[src/rtl/pllovr_consts.svh]
// Purpose: Offsets, field positions, reset values and timing counts of the PLL override and tuning block.
// Assumes: Byte-wide registers behind the register port, 100 MHz register clock.
// Notes: Definitions only.
`ifndef PLLOVR_CONSTS_SVH
`define PLLOVR_CONSTS_SVH

`define PLLOVR_ADDR_OVERRIDE 8'h58
`define PLLOVR_ADDR_TRIM 8'h59
`define PLLOVR_ADDR_PROG_RESET 8'h5c
`define PLLOVR_ADDR_TUNE_CTRL 8'h5d
`define PLLOVR_ADDR_TUNE_STATUS 8'h5e

`define PLLOVR_OVR_EN_BIT 7
`define PLLOVR_OVR_D_MODE_HI 5
`define PLLOVR_OVR_D_MODE_LO 4
`define PLLOVR_OVR_C_MODE_HI 3
`define PLLOVR_OVR_C_MODE_LO 2
`define PLLOVR_OVR_SE_BIT 1
`define PLLOVR_OVR_PLL_EN_BIT 0
`define PLLOVR_OVR_MASK 8'hbf

`define PLLOVR_TRIM_HI 6
`define PLLOVR_PROG_RESET_BIT 0
`define PLLOVR_CTRL_STL_HI 6
`define PLLOVR_CTRL_STL_LO 4
`define PLLOVR_CTRL_EN_BIT 0
`define PLLOVR_CTRL_MASK 8'h71
`define PLLOVR_DONE_BIT 0

`define PLLOVR_RST_OVERRIDE 8'h00
`define PLLOVR_RST_TRIM 7'h00
`define PLLOVR_RST_PROG_RESET 1'b0
`define PLLOVR_RST_TUNE_CTRL 8'h40
`define PLLOVR_RST_DONE 1'b0

`define PLLOVR_CLK_PERIOD_NS 10
`define PLLOVR_SETTLE_UNIT_NS 100
`define PLLOVR_SETTLE_UNIT_CYC ((`PLLOVR_SETTLE_UNIT_NS + `PLLOVR_CLK_PERIOD_NS - 1) / `PLLOVR_CLK_PERIOD_NS)

`endif

[src/rtl/pllovr_pkg.sv]
// Purpose: Types shared by the PLL override and tuning block.
// Assumes: Nothing beyond the constants header.
// Notes: Tuning states are Gray coded along idle, settle, decide, finish.
package pllovr_pkg;

  typedef enum logic [1:0] {
    PLLOVR_IDLE = 2'h0,
    PLLOVR_SETTLE = 2'h1,
    PLLOVR_DECIDE = 2'h3,
    PLLOVR_FINISH = 2'h2
  } pllovr_state_e;

  typedef logic [1:0] pllovr_mode_t;

endpackage

[src/rtl/pllovr_top.sv]
// Purpose: Pin-versus-register PLL override, reference output dividers and oscillator tuning engine.
// Assumes: Register port strobes, pins and the frequency comparator are synchronous to i_mclk.
// Notes: The PLL reference arrives as a sampled level; divided outputs are built from its edges.
`timescale 1ns/1ps
`default_nettype none
`include "pllovr_consts.svh"

// Overview of operation
// Override bit selects register fields over configuration pins for PLL control.
// D output mode under override: off, or reference divided by 1, 2, 4.
// D output never clocks unless C output is clocking.
// C output mode under override: off, or reference divided by 1, 2, 4.
// Under override, bit 1 selects the single-ended reference input.
// Under override, bit 0 enables the PLL.
// Seven-bit trim held, written by tuning, readable afterwards.
// Host leaves trim register alone while tuning runs.
// Host sets program reset before PLL changes, clears it after.
// Tuning starts when program reset is written back to zero, if enabled.
// Tuning steps trim to centre the oscillator on its target.
// After each trim change wait a settle time growing with the field.
// Host changes tuning control only while program reset is set.
// Host writes reserved bits with their reset value.
// Read-only completion flag; set when tuning ends or is skipped.
// Setting program reset with tuning enabled clears the completion flag; the code leaves it set if that write lands in the FINISH cycle.
module pllovr_top #(
  parameter int TRIM_W = 7,
  parameter int SETTLE_UNIT_CYC = `PLLOVR_SETTLE_UNIT_CYC,
  parameter int CNT_W = 16
) (
  input wire logic i_mclk,
  input wire logic i_rstn,
  input wire logic i_reg_wr,
  input wire logic i_reg_rd,
  input wire logic [7:0] i_reg_addr,
  input wire logic [7:0] i_reg_wdata,
  input wire logic i_pll_enable_pin,
  input wire logic i_single_ended_ref_pin,
  input wire logic i_clock_config_pin_0,
  input wire logic i_clock_config_pin_1,
  input wire logic i_pll_ref,
  input wire logic i_osc_above_target,
  output logic [7:0] o_reg_rdata,
  output logic o_pll_enable,
  output logic o_single_ended_ref_select,
  output logic o_reference_output_c,
  output logic o_reference_output_d,
  output logic [TRIM_W-1:0] o_oscillator_frequency_trim,
  output logic o_pll_program_reset,
  output logic o_tuning_busy
);

  // ****************************************************************
  // Elaboration checks
  // ****************************************************************
  initial begin
    if (TRIM_W != 7) begin
      $error("pllovr_top: trim width must be 7 to fit its register");
    end
    if (SETTLE_UNIT_CYC < 1 || CNT_W < 4 || (SETTLE_UNIT_CYC * 8) >= (2 ** CNT_W)) begin
      $error("pllovr_top: settle unit does not fit the settle counter");
    end
  end

  // ****************************************************************
  // Register file
  // ****************************************************************
  logic [7:0] override_reg;
  logic [7:0] override_next;
  logic prog_reset_reg;
  logic prog_reset_next;
  logic [7:0] tune_ctrl_reg;
  logic [7:0] tune_ctrl_next;
  logic wr_override;
  logic wr_trim;
  logic wr_prog_reset;
  logic wr_tune_ctrl;
  logic start_tune;
  logic skip_tune;
  logic arm_tune;
  logic tune_enable;

  assign wr_override = i_reg_wr && (i_reg_addr == `PLLOVR_ADDR_OVERRIDE);
  assign wr_trim = i_reg_wr && (i_reg_addr == `PLLOVR_ADDR_TRIM);
  assign wr_prog_reset = i_reg_wr && (i_reg_addr == `PLLOVR_ADDR_PROG_RESET);
  assign wr_tune_ctrl = i_reg_wr && (i_reg_addr == `PLLOVR_ADDR_TUNE_CTRL);
  assign tune_enable = tune_ctrl_reg[`PLLOVR_CTRL_EN_BIT];

  // release starts tuning
  // Only a one-to-zero write counts, so rewriting zero does not restart a finished run.
  assign start_tune = wr_prog_reset && prog_reset_reg && !i_reg_wdata[`PLLOVR_PROG_RESET_BIT] && tune_enable;
  // skipped run completes
  assign skip_tune = wr_prog_reset && prog_reset_reg && !i_reg_wdata[`PLLOVR_PROG_RESET_BIT] && !tune_enable;
  // arming clears completion
  assign arm_tune = wr_prog_reset && i_reg_wdata[`PLLOVR_PROG_RESET_BIT] && tune_enable;

  always_comb begin
    override_next = override_reg;
    prog_reset_next = prog_reset_reg;
    tune_ctrl_next = tune_ctrl_reg;
    // Reserved bits are not stored and read back as zero.
    if (wr_override) begin
      override_next = i_reg_wdata & `PLLOVR_OVR_MASK;
    end
    if (wr_prog_reset) begin
      prog_reset_next = i_reg_wdata[`PLLOVR_PROG_RESET_BIT];
    end
    // The control register is accepted at any time; the host is trusted to hold program reset meanwhile.
    if (wr_tune_ctrl) begin
      tune_ctrl_next = i_reg_wdata & `PLLOVR_CTRL_MASK;
    end
  end

  always_ff @(posedge i_mclk or negedge i_rstn) begin
    if (!i_rstn) begin
      override_reg <= `PLLOVR_RST_OVERRIDE;
      prog_reset_reg <= `PLLOVR_RST_PROG_RESET;
      tune_ctrl_reg <= `PLLOVR_RST_TUNE_CTRL;
    end else begin
      override_reg <= override_next;
      prog_reset_reg <= prog_reset_next;
      tune_ctrl_reg <= tune_ctrl_next;
    end
  end

  // ****************************************************************
  // Pin or register control selection
  // ****************************************************************
  logic ovr_active;
  logic pll_en_sel;
  logic se_sel;
  pllovr_pkg::pllovr_mode_t c_mode;
  pllovr_pkg::pllovr_mode_t d_mode;

  assign ovr_active = override_reg[`PLLOVR_OVR_EN_BIT];

  // source selection
  always_comb begin
    if (ovr_active) begin
      // register PLL enable
      pll_en_sel = override_reg[`PLLOVR_OVR_PLL_EN_BIT];
      // register reference select
      se_sel = override_reg[`PLLOVR_OVR_SE_BIT];
      // register C mode
      c_mode = override_reg[`PLLOVR_OVR_C_MODE_HI:`PLLOVR_OVR_C_MODE_LO];
      // register D mode
      d_mode = override_reg[`PLLOVR_OVR_D_MODE_HI:`PLLOVR_OVR_D_MODE_LO];
    end else begin
      pll_en_sel = i_pll_enable_pin;
      se_sel = i_single_ended_ref_pin;
      c_mode = {i_clock_config_pin_1, i_clock_config_pin_0};
      d_mode = {i_clock_config_pin_1, i_clock_config_pin_0};
    end
  end

  // ****************************************************************
  // Reference output dividers
  // ****************************************************************
  logic ref_q_reg;
  logic ref_q_next;
  logic [1:0] div_cnt_reg;
  logic [1:0] div_cnt_next;
  logic refc_reg;
  logic refc_next;
  logic refd_reg;
  logic refd_next;
  logic pll_en_reg;
  logic se_reg;

  function automatic logic pick_div(input pllovr_pkg::pllovr_mode_t mode, input logic d1, input logic [1:0] cnt);
    logic val;
    val = 1'b0;
    unique case (mode)
      2'h0: val = 1'b0;
      2'h1: val = d1;
      2'h2: val = cnt[0];
      2'h3: val = cnt[1];
    endcase
    return val;
  endfunction

  always_comb begin
    ref_q_next = i_pll_ref;
    div_cnt_next = div_cnt_reg;
    // A two-bit counter clocked by i_mclk, stepped on each reference rising edge, gives the divide-by-2 and divide-by-4 phases.
    if (i_pll_ref && !ref_q_reg) begin
      div_cnt_next = div_cnt_reg + 2'h1;
    end
    // C output divider
    refc_next = pick_div(c_mode, ref_q_reg, div_cnt_reg);
    // D gated by C
    // D output divider
    refd_next = (c_mode != 2'h0) ? pick_div(d_mode, ref_q_reg, div_cnt_reg) : 1'b0;
  end

  always_ff @(posedge i_mclk or negedge i_rstn) begin
    if (!i_rstn) begin
      ref_q_reg <= 1'b0;
      div_cnt_reg <= 2'h0;
      refc_reg <= 1'b0;
      refd_reg <= 1'b0;
      pll_en_reg <= 1'b0;
      se_reg <= 1'b0;
    end else begin
      ref_q_reg <= ref_q_next;
      div_cnt_reg <= div_cnt_next;
      refc_reg <= refc_next;
      refd_reg <= refd_next;
      pll_en_reg <= pll_en_sel;
      se_reg <= se_sel;
    end
  end

  // ****************************************************************
  // Oscillator tuning engine
  // ****************************************************************
  pllovr_pkg::pllovr_state_e state_reg;
  pllovr_pkg::pllovr_state_e state_next;
  logic [TRIM_W-1:0] trim_reg;
  logic [TRIM_W-1:0] trim_next;
  logic [2:0] bit_idx_reg;
  logic [2:0] bit_idx_next;
  logic [CNT_W-1:0] settle_cnt_reg;
  logic [CNT_W-1:0] settle_cnt_next;
  logic done_reg;
  logic done_next;
  logic [CNT_W-1:0] settle_load;
  logic [2:0] settle_field;

  assign settle_field = tune_ctrl_reg[`PLLOVR_CTRL_STL_HI:`PLLOVR_CTRL_STL_LO];
  // settle grows with field
  // The wait is (field + 1) settle units; the counter reloads with one less than that.
  assign settle_load = CNT_W'((32'(settle_field) + 32'd1) * 32'(SETTLE_UNIT_CYC) - 32'd1);

  always_comb begin
    state_next = state_reg;
    trim_next = trim_reg;
    bit_idx_next = bit_idx_reg;
    settle_cnt_next = settle_cnt_reg;
    done_next = done_reg;
    // host trim write when idle
    // While a run is active the engine owns the trim and host writes are dropped.
    if (wr_trim && (state_reg == pllovr_pkg::PLLOVR_IDLE)) begin
      trim_next = i_reg_wdata[`PLLOVR_TRIM_HI:0];
    end
    // clear on arming or start
    // Enable is written after arming, so a run that follows a skip must also clear the flag at its start.
    if (arm_tune || start_tune) begin
      done_next = 1'b0;
    end
    unique case (state_reg)
      pllovr_pkg::PLLOVR_IDLE: begin
        if (start_tune) begin
          // successive approximation start
          trim_next = {1'b1, {(TRIM_W - 1){1'b0}}};
          bit_idx_next = 3'(TRIM_W - 1);
          settle_cnt_next = settle_load;
          state_next = pllovr_pkg::PLLOVR_SETTLE;
        end
      end
      pllovr_pkg::PLLOVR_SETTLE: begin
        // wait after trim change
        if (settle_cnt_reg == '0) begin
          state_next = pllovr_pkg::PLLOVR_DECIDE;
        end else begin
          settle_cnt_next = settle_cnt_reg - 1'b1;
        end
      end
      pllovr_pkg::PLLOVR_DECIDE: begin
        // keep or drop trial bit
        if (i_osc_above_target) begin
          trim_next[bit_idx_reg] = 1'b0;
        end
        if (bit_idx_reg == 3'h0) begin
          state_next = pllovr_pkg::PLLOVR_FINISH;
        end else begin
          trim_next[bit_idx_reg - 3'h1] = 1'b1;
          bit_idx_next = bit_idx_reg - 3'h1;
          settle_cnt_next = settle_load;
          state_next = pllovr_pkg::PLLOVR_SETTLE;
        end
      end
      pllovr_pkg::PLLOVR_FINISH: begin
        state_next = pllovr_pkg::PLLOVR_IDLE;
      end
    endcase
    // Re-entering program reset abandons a run in progress and keeps the partial trim.
    if (wr_prog_reset && i_reg_wdata[`PLLOVR_PROG_RESET_BIT] && (state_reg != pllovr_pkg::PLLOVR_FINISH)) begin
      state_next = pllovr_pkg::PLLOVR_IDLE;
    end
    // completion set wins
    if ((state_reg == pllovr_pkg::PLLOVR_FINISH) || skip_tune) begin
      done_next = 1'b1;
    end
  end

  always_ff @(posedge i_mclk or negedge i_rstn) begin
    if (!i_rstn) begin
      state_reg <= pllovr_pkg::PLLOVR_IDLE;
      trim_reg <= `PLLOVR_RST_TRIM;
      bit_idx_reg <= 3'h0;
      settle_cnt_reg <= '0;
      done_reg <= `PLLOVR_RST_DONE;
    end else begin
      state_reg <= state_next;
      trim_reg <= trim_next;
      bit_idx_reg <= bit_idx_next;
      settle_cnt_reg <= settle_cnt_next;
      done_reg <= done_next;
    end
  end

  // ****************************************************************
  // Read data
  // ****************************************************************
  logic [7:0] rdata_reg;
  logic [7:0] rdata_next;
  logic busy_reg;
  logic busy_next;

  always_comb begin
    rdata_next = rdata_reg;
    busy_next = (state_next != pllovr_pkg::PLLOVR_IDLE);
    if (i_reg_rd) begin
      unique case (i_reg_addr)
        `PLLOVR_ADDR_OVERRIDE: rdata_next = override_reg;
        // trim readback
        `PLLOVR_ADDR_TRIM: rdata_next = {1'b0, trim_reg};
        `PLLOVR_ADDR_PROG_RESET: rdata_next = {7'h00, prog_reset_reg};
        `PLLOVR_ADDR_TUNE_CTRL: rdata_next = tune_ctrl_reg;
        // status readback
        `PLLOVR_ADDR_TUNE_STATUS: rdata_next = {7'h00, done_reg};
        default: rdata_next = 8'h00;
      endcase
    end
  end

  always_ff @(posedge i_mclk or negedge i_rstn) begin
    if (!i_rstn) begin
      rdata_reg <= 8'h00;
      busy_reg <= 1'b0;
    end else begin
      rdata_reg <= rdata_next;
      busy_reg <= busy_next;
    end
  end

  assign o_reg_rdata = rdata_reg;
  assign o_pll_enable = pll_en_reg;
  assign o_single_ended_ref_select = se_reg;
  assign o_reference_output_c = refc_reg;
  assign o_reference_output_d = refd_reg;
  assign o_oscillator_frequency_trim = trim_reg;
  assign o_pll_program_reset = prog_reset_reg;
  assign o_tuning_busy = busy_reg;

endmodule // pllovr_top

`default_nettype wire

[config.mk]
export PLATFORM = sky130hd
export DESIGN_NAME = pllovr_top
export DESIGN_NICKNAME = d
export VERILOG_FILES = /design/src/rtl/pllovr_pkg.sv /design/src/rtl/pllovr_top.sv
export VERILOG_INCLUDE_DIRS = /design/src /design/src/rtl
export SDC_FILE = /design/constraint.sdc
export NUM_CORES = 1
export LEC_CHECK = 0
export BUFFER_PORTS_ARGS = -buffer_cell sky130_fd_sc_hd__buf_2
export CAP_MARGIN = 20
export CORE_MARGIN = 8
export CORE_UTILIZATION = 52
export DETAILED_ROUTE_END_ITERATION = 8
export GPL_TIMING_DRIVEN = 0
export PLACE_DENSITY = 0.76
export SLEW_MARGIN = 20
export SYNTH_ARGS = -nofsm -noshare
export SYNTH_HDL_FRONTEND = slang
export SYNTH_SLANG_ARGS = --single-unit
[constraint.sdc]
create_clock -name i_mclk -period 2.1 [get_ports i_mclk]
set_input_delay 0.21 -clock i_mclk [delete_from_list [all_inputs] [get_ports i_mclk]]
set_output_delay 0.21 -clock i_mclk [all_outputs]
set_load 0.005 [all_outputs]
==> out/metrics.yaml <==
worst-slew-pin-transition_ns: 0.7195
drcViolationCount: 0
critPathKind: "reg2reg"
finalSetupTns_ns: -0.01443
worst_ep_arrival_time_ns: 2.38
holdCritPathClass: "in2reg"
vias_in_the_first_global_route: 3096
grt_overflow_total: 0
report.final.setup_viol: 1
wire_length_of_the_first_global_routing_pass_um: 15020
synth_enable_flop_cells: 0
slew_headroom: 0.5204
cp-start-kind: "flop"
die_h_um: 98.07
boundary_pin_count: 47
placementRows: 30
final_hpwl_dp_um: 6526
finish.utilization: 0.6450
max-clock-path-buffers: 2
synth_cells: 372
wire_length_reported_by_the_detailed_router_um: 9145
yosys_register_bits: 57
ys.warnings.count: 0
stdcell_area_um2: 4285
period_needed_ns: 2.114
multi_input_area_um2: 2059
worst-path-max-fanout: 4
port_buffers: 44
tightest_hold_margin_ns: 0.1072
die-area_um2: 9617
p_per_area_nw_per_um2: 1058
grt_start_max_net_pins: 58
critical_path_required_ns: 2.36
clock_sinks: 57
area_growth_syn_to_layout_pct: 22.37
whs_path_depth: 2
synth_top_area_frac: 0.4001
finalCritPeriodShare: 1.007
failed_checks: "negative setup slack"
final_antenna_net_count: 0
drive_above_1_share: 0.2676
r2r_cells: 9
die_x_um: 98.07
post_synth.cell_area_avg_um2: 9.414
hold-path-endpoint: "override_reg[7]"
number_of_h_tree_levels: 3
routabilityCongestion: 0.9080
synth_nets: 411
layout.cells.most_common_list: "dfrtp_1, buf_2, nand2_1"
maxCapViolCount: 0
largest_reg_flops: 16
cts.root.buffer_cell: "clkbuf_8"
layout.cells.most_common: "dfrtp_1"
peakVddDrop_mv: 0.5625
drt_pre_antenna_iters: 5
initial_drc_count: 192
vias_per_cell: 5.987
outcome: "complete, but fails checks"
end_kind: "flop"
postLayoutSetupSlackWorst_ns: -0.01443
reg2reg_from: "tune_ctrl_reg[6]"
synth_area_leaders: "dfrtp_1, mux2_2, ha_1"
synth_top_cell_by_area: "dfrtp_1"
synth_sequential_area_ratio: 0.4076
diodes: 0
synth_cell_type_count: 59
skew_pair_late_insertion_delay_ns: 0.35
timing.reg2reg.setup_slack_ns: -0.01
fmaxAchievable_mhz: 472.9
clock_skew_ns: 0.01484
worstReg2RegEnd: "settle_cnt_reg[8]"
synthFlopType: "dfrtp_1"
layout.area.seq_um2: 1430
nFillCells: 539
maxSlewViolCount: 0
placement.cell_area_um2: 3864
hold_wc_startpoint: "i_reg_wdata[7]"
cts.clk_slew.worst_paths_ns: 0.08
route.vias.total: 3119
setup_repair_after_global_routing_missed_its_margin: "true"
tritoncts: "done"
final_hold_viol_count: 0
asyncSetResetFlopFracSynth: 1.000
grt.total_usage: 0.1933
netlist_area_um2: 3502
placeableCoreArea_um2: 6644
cts-buffers-inserted: 9
p_leak_nw: 1.870
starting_density_of_the_core: 0.5271
antenna_found_initial: 0
wl_per_cell_um: 17.55
fin_nets: 475
==> how the worst max path moves through the flow <==
stage                              end  slack [ns]             start  cells past startpoint
finish               settle_cnt_reg[8]       -0.01  tune_ctrl_reg[6]                      9
global route        settle_cnt_reg[12]       -0.14  tune_ctrl_reg[6]                      9
CTS                  settle_cnt_reg[8]       0.002  tune_ctrl_reg[6]                      9
detailed placement  settle_cnt_reg[15]       -0.26  tune_ctrl_reg[4]                      9
global placement    settle_cnt_reg[15]       -0.20  tune_ctrl_reg[4]                      8
floorplan            settle_cnt_reg[9]        0.02  tune_ctrl_reg[6]                      9
==> critical path, stage by stage, from the launching register on <==
cell     delay (ns)
dfstp_2        0.60
buf_12         0.12
xor2_4         0.20
ha_4           0.17
ha_4           0.20
nor2_4         0.11
nand4_1        0.20
o31ai_1        0.13
a31oi_1        0.12
a41oi_1        0.17
==> cell usage after synthesis, types with 5 or more instances <==
cell type and number:
a21boi_0 7, o21ai_1 7, nand2_1 30, o21ai_0 17
xnor2_1 6, nor2b_1 6, a22o_1 5, and3_1 6
nor3_1 6, mux2i_1 8, dfrtp_1 56, a31oi_1 10
ha_1 13, a21oi_1 14, nor2_1 27, nand3b_1 5
o31ai_1 8, buf_2 8, inv_1 23, nand3_1 16
o22ai_1 13, mux2_2 17, nand4_1 5
==> area by class of cell <==
type,count,area share
Multi-Input combinational cell,277,0.4806
Sequential cell,57,0.3337
Timing Repair Buffer,53,0.07182
Clock buffer,9,0.02891
Clock inverter,7,0.02394
Tap cell,80,0.02336
Inverter,23,0.02015
Buffer,15,0.01752
==> metrics by stage <==
step	total power [mW]	std cells	setup WS, ns
after floorplan	2.777	372	0.01780
final	4.533	521	-0.01443
after detailed placement	3.254	496	-0.2578
after global routing	4.805	521	-0.1427
after global placement	3.203	496	-0.2019
after CTS	4.486	519	0.002372
==> what timing repair did <==
item / in CTS / in global routing
endpoints found under the hold margin: 57 / 0
hold buffers: 2 / 0
setup endpoints to repair: 10 / 11
pin swaps: 5 / 4
gates resized for setup: 9 / 10
setup buffers: 5 / 2
==> cells by family after synthesis <==
| kind of cell | synth area share |
|---|---|
| xor gates and xnor gates | 0.02501 |
| buffers and inverters | 0.04573 |
| muxes | 0.07753 |
| AOI/OAI and AO/OA | 0.1997 |
| and+or+nand+nor | 0.1979 |
| adders and majority gates | 0.04645 |
| DFF | 0.4076 |
==> report_power, final <==
group          internal [mW]  leakage (nW)  total (mW)  switching (mW)
clock network          0.680         0.110        1.19           0.510
logic                  0.714          1.04        1.69           0.976
registers               1.35         0.719        1.65           0.301
==> routing by layer <==
metal	GRT usage	vias up	share of wire
li1	-	1489	-
met1	0.2411	1522	0.44
met2	0.3145	94	0.50
met3	0.04410	14	0.050
met4	0.07914	0	0.017
met5	0	-	0
(Power assumes the default switching activity.)
